<file path="config.mk">
export PLATFORM = sky130hd
export DESIGN_NAME = dgp_port_pair
export DESIGN_NICKNAME = d
export VERILOG_FILES = /design/src/rtl/dgp_pkg.sv /design/src/rtl/dgp_pin_cell.sv /design/src/rtl/dgp_port_pair.sv
export SDC_FILE = /design/constraint.sdc
export NUM_CORES = 1
export LEC_CHECK = 0
export BUFFER_PORTS_ARGS = -buffer_cell sky130_fd_sc_hd__buf_2
export CORE_AREA = 2 2 77 79
export CTS_CLUSTER_DIAMETER = 50
export DETAILED_ROUTE_END_ITERATION = 10
export DIE_AREA = 0 0 79 81
export PLACE_DENSITY = 0.91
export SLEW_MARGIN = 10
export SYNTH_ARGS = -nofsm -noshare
export SYNTH_HDL_FRONTEND = slang
export SYNTH_HIERARCHICAL = 1
export SYNTH_SLANG_ARGS = --single-unit
</file>
<file path="constraint.sdc">
create_clock -name clk_in -period 3.41 [get_ports clk_in]
set_input_delay 0.682 -clock clk_in [delete_from_list [all_inputs] [get_ports clk_in]]
set_output_delay 0.682 -clock clk_in [all_outputs]
set_load 0.01 [all_outputs]
</file>
<file path="src/rtl/dgp_pkg.sv">
/*
 * dgp_pkg: register map, field layout and reset values for the dual gpio port pair.
 * assumes a classic wishbone slave with 32-bit data, one register per aligned word.
 */
package dgp_pkg;
    localparam int unsigned DGP_ADDR_W = 5;
    localparam int unsigned DGP_DATA_W = 32;
    // byte offsets of the registers
    localparam logic [4:0] DGP_OFF_F_DATA = 5'h00;
    localparam logic [4:0] DGP_OFF_F_DIR  = 5'h04;
    localparam logic [4:0] DGP_OFF_G_DATA = 5'h08;
    localparam logic [4:0] DGP_OFF_G_DIR  = 5'h0c;
    localparam logic [4:0] DGP_OFF_G_PULL = 5'h10;
    // implemented bit masks of each port
    localparam logic [7:0] DGP_F_MASK  = 8'h07;
    localparam logic [7:0] DGP_G_MASK  = 8'h06;
    // open-drain pins of the first port (none by default)
    localparam logic [7:0] DGP_F_OD    = 8'h00;
    // reset values
    localparam logic [7:0] DGP_RST_LATCH = 8'h00;
    localparam logic [7:0] DGP_RST_DIR   = 8'h00;
    localparam logic [7:0] DGP_RST_PULL  = 8'h00;
    // bus access state
    typedef enum logic [0:0] {
        DGP_IDLE = 1'b0,
        DGP_ACK  = 1'b1
    } dgp_bus_type;
endpackage

</file>
<file path="src/rtl/dgp_pin_cell.sv">
/*
 * dgp_pin_cell: one pad's output, enable, pull-up and input-clamp logic.
 * assumes inputs are synchronous to the clock; the pad itself resolves the wire.
 */
`timescale 1ns/1ps
`default_nettype none
module dgp_pin_cell #(
    parameter bit OPEN_DRAIN = 1'b0
) (
    input  wire logic latch_in,     // output latch bit
    input  wire logic dir_in,       // 1 = output
    input  wire logic pull_in,      // pull-up bit
    input  wire logic per_en_in,    // peripheral output enable
    input  wire logic per_val_in,   // peripheral output value
    input  wire logic hiz_in,       // standby force hi-z
    input  wire logic pad_in,       // pad level
    output logic      out_d_out,    // next pad value
    output logic      oe_d_out,     // next pad enable
    output logic      pull_d_out,   // next pull-up connect
    output logic      in_out        // clamped input level
);
    logic drv_val;
    logic drv_en;

    // peripheral wins over the port; open drain never drives high
    always_comb begin
        drv_val = per_en_in ? per_val_in : latch_in;
        drv_en  = per_en_in | dir_in;
        if (OPEN_DRAIN && drv_val) begin
            drv_en = 1'b0;
        end
        out_d_out  = drv_val;
        oe_d_out   = drv_en & ~hiz_in;
        pull_d_out = pull_in & ~hiz_in & ~(oe_d_out & ~drv_val);
        in_out     = hiz_in ? 1'b0 : pad_in;
    end
endmodule
`default_nettype wire

</file>
<file path="src/rtl/dgp_port_pair.sv">
/*
 * dgp_port_pair: two small gpio ports behind a classic wishbone slave.
 * assumes one clock, synchronous pad inputs and a standby controller
 * that supplies the pin-state bit and the stop/watch indication.
 */
`timescale 1ns/1ps
`default_nettype none
module dgp_port_pair
    import dgp_pkg::*;
#(
    parameter int unsigned PORT_W = 8
) (
    input  wire logic                  clk_in,        // 10 MHz clock
    input  wire logic                  rstn_in,       // async reset, active low
    input  wire logic                  wb_cyc_in,     // wishbone cycle
    input  wire logic                  wb_stb_in,     // wishbone strobe
    input  wire logic                  wb_we_in,      // wishbone write
    input  wire logic [dgp_pkg::DGP_ADDR_W-1:0] wb_adr_in, // byte address
    input  wire logic [3:0]            wb_sel_in,     // byte selects
    input  wire logic [31:0]           wb_dat_in,     // write data
    input  wire logic                  rmw_in,        // read is read-modify-write
    output logic      [31:0]           wb_dat_out,    // read data
    output logic                       wb_ack_out,    // wishbone ack
    output logic                       wb_err_out,    // unmapped address
    input  wire logic                  spl_bit_in,    // standby pin-state bit
    input  wire logic                  stop_watch_in, // stop or watch mode active
    input  wire logic [PORT_W-1:0]     f_pad_in,      // first port pad levels
    output logic      [PORT_W-1:0]     f_pad_out,     // first port pad values
    output logic      [PORT_W-1:0]     f_pad_oe_out,  // first port pad enables
    input  wire logic [PORT_W-1:0]     g_pad_in,      // second port pad levels
    output logic      [PORT_W-1:0]     g_pad_out,     // second port pad values
    output logic      [PORT_W-1:0]     g_pad_oe_out,  // second port pad enables
    output logic      [PORT_W-1:0]     g_pull_out,    // second port pull-up connect
    input  wire logic [PORT_W-1:0]     g_per_en_in,   // peripheral output enables
    input  wire logic [PORT_W-1:0]     g_per_val_in,  // peripheral output values
    output logic      [PORT_W-1:0]     f_in_out,      // clamped inputs to peripherals
    output logic      [PORT_W-1:0]     g_in_out       // clamped inputs to peripherals
);
    import dgp_pkg::*;

    // masks, latches and the read path are eight bits wide; refuse anything else
    if (PORT_W != 8) begin : g_bad_width
        $error("dgp_port_pair supports PORT_W of 8 only");
    end

    logic [7:0]  f_latch_q, f_dir_q, g_latch_q, g_dir_q, g_pull_q;
    logic [7:0]  f_out_d, f_oe_d, f_in_d, g_out_d, g_oe_d, g_pull_d, g_in_d;
    logic [7:0]  f_read, g_read;
    logic        hiz;
    logic        req;
    logic        wr_en;
    dgp_bus_type bus_q;

    // standby forces hi-z only when the pin-state bit is set
    assign hiz = spl_bit_in & stop_watch_in;

    // one request per cycle; ack drops the cycle after it was given
    assign req   = wb_cyc_in & wb_stb_in & (bus_q == DGP_IDLE);
    assign wr_en = req & wb_we_in & wb_sel_in[0];

    // address decode shared by ack and error logic
    function automatic logic mapped(input logic [4:0] a);
        case (a)
            DGP_OFF_F_DATA, DGP_OFF_F_DIR, DGP_OFF_G_DATA,
            DGP_OFF_G_DIR, DGP_OFF_G_PULL: mapped = 1'b1;
            default: mapped = 1'b0;
        endcase
    endfunction

    // per-pin cells; unused bit positions are tied off by the masks
    genvar i;
    generate
        for (i = 0; i < 8; i++) begin : g_pin
            dgp_pin_cell #(.OPEN_DRAIN(DGP_F_OD[i])) u_f (
                .latch_in   (f_latch_q[i]),
                .dir_in     (f_dir_q[i]),
                .pull_in    (1'b0),
                .per_en_in  (1'b0),
                .per_val_in (1'b0),
                .hiz_in     (hiz),
                .pad_in     (f_pad_in[i]),
                .out_d_out  (f_out_d[i]),
                .oe_d_out   (f_oe_d[i]),
                .pull_d_out (),
                .in_out     (f_in_d[i])
            );
            dgp_pin_cell #(.OPEN_DRAIN(1'b0)) u_g (
                .latch_in   (g_latch_q[i]),
                .dir_in     (g_dir_q[i]),
                .pull_in    (g_pull_q[i]),
                .per_en_in  (g_per_en_in[i] & DGP_G_MASK[i]),
                .per_val_in (g_per_val_in[i]),
                .hiz_in     (hiz),
                .pad_in     (g_pad_in[i]),
                .out_d_out  (g_out_d[i]),
                .oe_d_out   (g_oe_d[i]),
                .pull_d_out (g_pull_d[i]),
                .in_out     (g_in_d[i])
            );
        end
    endgenerate

    // pad outputs registered so every output comes from a flip-flop
    always_ff @(posedge clk_in or negedge rstn_in) begin
        if (!rstn_in) begin
            f_pad_out    <= 8'h00;
            f_pad_oe_out <= 8'h00;
            g_pad_out    <= 8'h00;
            g_pad_oe_out <= 8'h00;
            g_pull_out   <= 8'h00;
            f_in_out     <= 8'h00;
            g_in_out     <= 8'h00;
        end else begin
            f_pad_out    <= f_out_d & DGP_F_MASK;
            f_pad_oe_out <= f_oe_d & DGP_F_MASK;
            g_pad_out    <= g_out_d & DGP_G_MASK;
            g_pad_oe_out <= g_oe_d & DGP_G_MASK;
            g_pull_out   <= g_pull_d & DGP_G_MASK;
            f_in_out     <= f_in_d & DGP_F_MASK;
            g_in_out     <= g_in_d & DGP_G_MASK;
        end
    end

    // latches always take writes; the pin cell decides who sees them
    always_ff @(posedge clk_in or negedge rstn_in) begin
        if (!rstn_in) begin
            f_latch_q <= DGP_RST_LATCH;
            g_latch_q <= DGP_RST_LATCH;
        end else if (wr_en) begin
            if (wb_adr_in == DGP_OFF_F_DATA) begin
                f_latch_q <= wb_dat_in[7:0] & DGP_F_MASK;
            end
            if (wb_adr_in == DGP_OFF_G_DATA) begin
                g_latch_q <= wb_dat_in[7:0] & DGP_G_MASK;
            end
        end
    end

    // direction bits clear at reset so every pin starts as input
    always_ff @(posedge clk_in or negedge rstn_in) begin
        if (!rstn_in) begin
            f_dir_q <= DGP_RST_DIR;
            g_dir_q <= DGP_RST_DIR;
        end else if (wr_en) begin
            if (wb_adr_in == DGP_OFF_F_DIR) begin
                f_dir_q <= wb_dat_in[7:0] & DGP_F_MASK;
            end
            if (wb_adr_in == DGP_OFF_G_DIR) begin
                g_dir_q <= wb_dat_in[7:0] & DGP_G_MASK;
            end
        end
    end

    // pull-up enables of the second port
    always_ff @(posedge clk_in or negedge rstn_in) begin
        if (!rstn_in) begin
            g_pull_q <= DGP_RST_PULL;
        end else if (wr_en && wb_adr_in == DGP_OFF_G_PULL) begin
            g_pull_q <= wb_dat_in[7:0] & DGP_G_MASK;
        end
    end

    // data reads: latch on rmw or for port-driven outputs, else the pad.
    // the pad is taken after the clamp, so hi-z standby reads low.
    always_comb begin
        f_read = rmw_in ? f_latch_q
                        : ((f_latch_q & f_dir_q) | (f_in_d & ~f_dir_q));
        g_read = rmw_in ? g_latch_q
                        : ((g_latch_q & g_dir_q & ~g_per_en_in)
                           | (g_in_d & ~(g_dir_q & ~g_per_en_in)));
        f_read = f_read & DGP_F_MASK;
        g_read = g_read & DGP_G_MASK;
    end

    // wishbone answer: ack or err one cycle after the request, then idle
    always_ff @(posedge clk_in or negedge rstn_in) begin
        if (!rstn_in) begin
            bus_q      <= DGP_IDLE;
            wb_ack_out <= 1'b0;
            wb_err_out <= 1'b0;
            wb_dat_out <= 32'h0000_0000;
        end else if (req) begin
            bus_q      <= DGP_ACK;
            wb_ack_out <= mapped(wb_adr_in);
            wb_err_out <= ~mapped(wb_adr_in);
            case (wb_adr_in)
                DGP_OFF_F_DATA: wb_dat_out <= {24'h00_0000, f_read};
                DGP_OFF_F_DIR:  wb_dat_out <= {24'h00_0000, f_dir_q};
                DGP_OFF_G_DATA: wb_dat_out <= {24'h00_0000, g_read};
                DGP_OFF_G_DIR:  wb_dat_out <= {24'h00_0000, g_dir_q};
                DGP_OFF_G_PULL: wb_dat_out <= {24'h00_0000, g_pull_q};
                default:        wb_dat_out <= 32'h0000_0000;
            endcase
        end else begin
            bus_q      <= DGP_IDLE;
            wb_ack_out <= 1'b0;
            wb_err_out <= 1'b0;
        end
    end
endmodule
`default_nettype wire

</file>
==> results of run 1 <==
flip-flops by register name, summed over array words and instances, names as in the netlist:
signal and cells:
g_in_out 2, wb_ack_out 1, g_dir_q 2, f_latch_q 3, g_pull_out 2, wb_dat_out 3, bus_q 1, g_pad_out 2
wb_err_out 1, f_pad_out 3, f_in_out 3, f_dir_q 3, g_pad_oe_out 2, g_pull_q 2, g_latch_q 2, f_pad_oe_out 3
stage by stage:
step           utilization (%)  hold slack [ns]  cell area, um^2
2_1_floorplan                -            0.386             2370
5_1_grt                   39.6            0.518             2250
4_1_cts                   39.6            0.471             2250
3_3_place_gp              38.1            0.489             2160
6_report                  39.6            0.458             2250
3_5_place_dp              38.1            0.508             2160
path summary, 6_finish.rpt:
| kind | from | to | depth (start not counted) |
|---|---|---|---|
| setup / recovery | wb_adr_in[3] | f_latch_q[2] | 4 |
| hold / removal | rstn_in | g_pull_q[1] | 1 |
| setup reg to reg | bus_q | f_dir_q[1] | 5 |
| hold reg to reg | wb_dat_out[2] | wb_dat_out[2] | 2 |
| max in group asynchronous | rstn_in | f_pad_oe_out[1] | 1 |
| min in group clk_in | wb_dat_out[2] | wb_dat_out[2] | 2 |
placed cells by master (no fill, tap or decap), drive strengths merged, types with 3 or more instances in the layout:
master	n
nand2	6
clkbuf	7
nor3b	4
buf	47
a21oi	3
o311ai	4
dfrtp	35
nor2b	9
nor2	15
mux2i	3
inv	4
nor3	4
conb	77
mux2	19
final cells by class:
| class | instances | area (um^2) |
|---|---|---|
| Inverter | 4 | 15.0 |
| Clock inverter | 1 | 5.00 |
| Timing Repair Buffer | 47 | 235 |
| Sequential cell | 35 | 876 |
| Clock buffer | 7 | 76.3 |
| Multi-Input combinational cell | 162 | 945 |
| Fill cell | 564 | 3430 |
| Tap cell | 75 | 93.8 |
routing by layer:
metal / up-vias / part of all wire (%) / GRT usage (%)
met5: - / 0.36 / 0
met3: 7 / 10 / 4.22
met4: 2 / 1.5 / 5.69
li1: 630 / - / -
met2: 74 / 52 / 18.9
met1: 649 / 36 / 10.8
power breakdown:
part / switching [W] / internal (W)
clock: 0.000140 / 0.000143
sequential: 0.00000941 / 0.000435
combinational: 0.0000883 / 0.0000436
==> flow_summary.ini, run 1 <==
[clock_tree]
cts_inserted_buffers = 5
cts_setup_buffers = 0
clock_path_buffers = 2
cts_tree = built
cts.repair.resized = 0
htree_num_levels = 2
clkLatencyLatePin_ns = 0.29
cts_sinks = 35
path_clk_slew_ns = 0.07
cts_hold_buf = 0
cts-root-buf = clkbuf_8

[routing]
post-route-drc-count = 0
dr_total_vias = 1362
drt_iter0_markers = 82
avgViaCountPerCell = 4.11
wl_per_cell_um = 11.0
drt-total-wl_um = 3640
dr.pass1.iters = 4
ant_nets = 0

[floorplan]
die_w_um = 79
start_util_pct = 36.7
die_h_um = 81
ios = 171
core.rowCount = 28
core_area_mm2 = 0.00568
die_area_mm2 = 0.00640

[sta]
fin_worst_skew_ns = 0.00666
finalSetupTns_ns = 0
rsz0062_at_grt = no
min_period_ns = 1.89
slew_headroom_pct = 49.7
final_max_slew_viol_count = 0
tightest_slew_ns = 0.755
hold_viol = 0
fmax_mhz = 528
worst_slack_ns = 1.52
setup_viol = 0
period_share_pct = 55.5

[placed_design]
placed_cells = 323
gp_congestion = 0.862
dp_worst_setup_slack_ns = 1.23
hpwlAfterDp_um = 2900
port-buffer-count = 47

[finish]
areaGrowthSynthToFinish_pct = 7.94
nets = 336
layout-drive-gt1-share_pct = 31.3
n_antenna_cell = 0
fin_cells = 331

[worst_setup_path]
cpMaxStageDelayCell = or4_4
cp_cell_sequence = buf_2 > or4_4 > nor3_2 > mux2_2
crit_family = simple AND/OR/NAND/NOR gates
slowest_delay_ns = 0.59
path_buf_inv = 1
crit_type = input port to register
cp-start-kind = input port
crit_fanout = 9
worstSetupEndpointType = register
cp.arrival_ns = 2.06
r2r_slack_ns = 1.64
worst_ep_required_time_ns = 3.58

[min_path]
hold_path_class = input port to async pin

[yosys]
netlist_area_mm2 = 0.00208
syn_inst = 196
ys_warn_count = 6
syn_avg_cell_area_um2 = 10.6

[power_and_ir_drop]
p_per_area_mw_per_mm2 = 382
p_total_w = 0.000859
worst_ir_drop_vdd_v = 0.000239
leakagePower_nw = 1.21

[grt]
antenna_found_initial = 1
gr-usage-all-layers_pct = 10.7
grt_max_degree = 36
gr-total-overflow = 0
grt_pass1_vias = 1161
grt_pass1_wl_um = 5210

[job]
maxCapViolations = 0

[outcome]
outcome = finished clean
(Power assumes the default switching activity.)
==> inputs of run 2 (changes only) <==
clock period = 1.75 ns   (was 3.41 ns; I/O delays follow)
==> flow_summary.ini, run 2 (synthesis results as in run 1) <==
[outcome]
outcome = finished clean

[clock_tree]
clkLatencyLatePin_ns = 0.29
path_clk_slew_ns = 0.07
cts_sinks = 35
cts_tree = built
cts.repair.resized = 0
clock_path_buffers = 2
cts_setup_buffers = 0
cts_hold_buf = 0
cts_inserted_buffers = 5
htree_num_levels = 2
cts-root-buf = clkbuf_8

[finish]
n_antenna_cell = 0
areaGrowthSynthToFinish_pct = 12.3
layout-drive-gt1-share_pct = 34.2
fin_area_mm2 = 0.00234
final_common_cell = conb_1
n_fill_cell = 562
layout_common_cells = 77 x conb_1, 47 x buf_2, 35 x dfrtp_1
nets = 343

[worst_setup_path]
path_buf_inv = 1
cp-start-kind = register
worst_ep_required_time_ns = 1.93
cp.arrival_ns = 1.76
cp_cell_sequence = nand3b_4 > inv_2 > nand3_2 > or3_1 > mux2_2
slowest_delay_ns = 0.44
cpMaxStageDelayCell = or3_1
worstSetupEndpointType = register
crit_type = register to register
crit_family = simple AND/OR/NAND/NOR gates
crit_fanout = 4

[floorplan]
core_area_mm2 = 0.00568
die_h_um = 81
start_util_pct = 36.7
core.rowCount = 28
die_area_mm2 = 0.00640
die_w_um = 79
ios = 171

[routing]
wl_per_cell_um = 11.9
ant_nets = 0
drt_iter0_markers = 70
dr_total_vias = 1415
dr.pass1.iters = 4
avgViaCountPerCell = 4.19
drt-total-wl_um = 4020
post-route-drc-count = 0

[sta]
final_max_slew_viol_count = 0
rsz0062_at_grt = no
whs_ns = 0.126
slew_headroom_pct = 49.7
setup_viol = 0
hold_viol = 0
fmax_mhz = 632
period_share_pct = 90.4
min_period_ns = 1.58
fin_worst_skew_ns = 0.00679
tightest_slew_ns = 0.755

[job]
maxCapViolations = 0

[grt]
grt_pass1_vias = 1266
gr-usage-all-layers_pct = 11.9
antenna_found_initial = 0
grt_max_degree = 36
grt_pass1_wl_um = 5870
gr-total-overflow = 0

[placed_design]
port-buffer-count = 47
dpl_cell_area_mm2 = 0.00222
hpwlAfterDp_um = 3160
gp_congestion = 0.832

[power_and_ir_drop]
leakagePower_nw = 1.26
worst_ir_drop_vdd_v = 0.000387
p_per_area_mw_per_mm2 = 764

[min_path]
hold_path_class = input port to async pin
run 2: cell types whose count changed in the layout (fill, tap and decap cells not counted):
cell / previous run / this run
clkbuf_1: 2 / 1
clkbuf_8: 5 / 7
nor4_4: 0 / 1
nor3_1: 2 / 1
buf_4: 0 / 7
nor3_2: 2 / 3
nor4_2: 1 / 0
clkinv_2: 1 / 0
nand3_1: 1 / 0
nand3_2: 0 / 1
run 2: worst paths after layout:
check                                     end  cells after the start       startpoint  slack, ns
worst min-delay path            wb_dat_out[2]                      1          rstn_in       0.13
worst max register to register     g_dir_q[2]                      5            bus_q       0.17
worst min register to register  wb_dat_out[1]                      2    wb_dat_out[1]       0.51
worst max-delay path               g_dir_q[2]                      5            bus_q       0.17
min in group clk_in              g_pad_out[1]                      2  g_per_val_in[1]       0.32
max in group asynchronous         g_pull_q[2]                      1          rstn_in       1.15
run 2: layout make-up:
class / count / area (um^2) / area share (%)
inverters: 4 / 15.0 / 0.643
repair buffers: 54 / 288 / 12.3
flip-flops and latches: 35 / 876 / 37.5
clock buffers: 8 / 100 / 4.28
multi-input cells: 162 / 963 / 41.2
well taps: 75 / 93.8 / 4.02
run 2: power breakdown:
group / internal, W / switching, W
Combinational: 0.0000950 / 0.000181
Clock: 0.000359 / 0.000283
Sequential: 0.000847 / 0.0000191
Total: 0.00130 / 0.000483
run 2: worst reg2reg max path: stages (launching register included):
cell      delay (ns)
dfrtp_1         0.37
nand3b_4        0.16
inv_2           0.07
nand3_2         0.15
or3_1           0.44
mux2_2          0.29
run 2: per-layer routing:
metal | global-route usage (%) | share of wire [%]
met5 | 0 | 0
met4 | 5.69 | 2.6
met3 | 4.00 | 11
met2 | 22.4 | 52
met1 | 11.9 | 35
run 2: through the flow:
stage	worst slack, ns	instances	TNS, ns	power, W	util [%]
finish	0.168	338	0	0.00178	41.2
global route	0.0772	338	0	0.00186	41.2
CTS	0.0532	338	0	0.00178	40.8
detailed placement	-0.0538	330	-0.153	0.00115	39.1
global placement	-0.0217	330	-0.0580	0.00114	39.1
floorplan	0.0625	272	0	0.00115	-
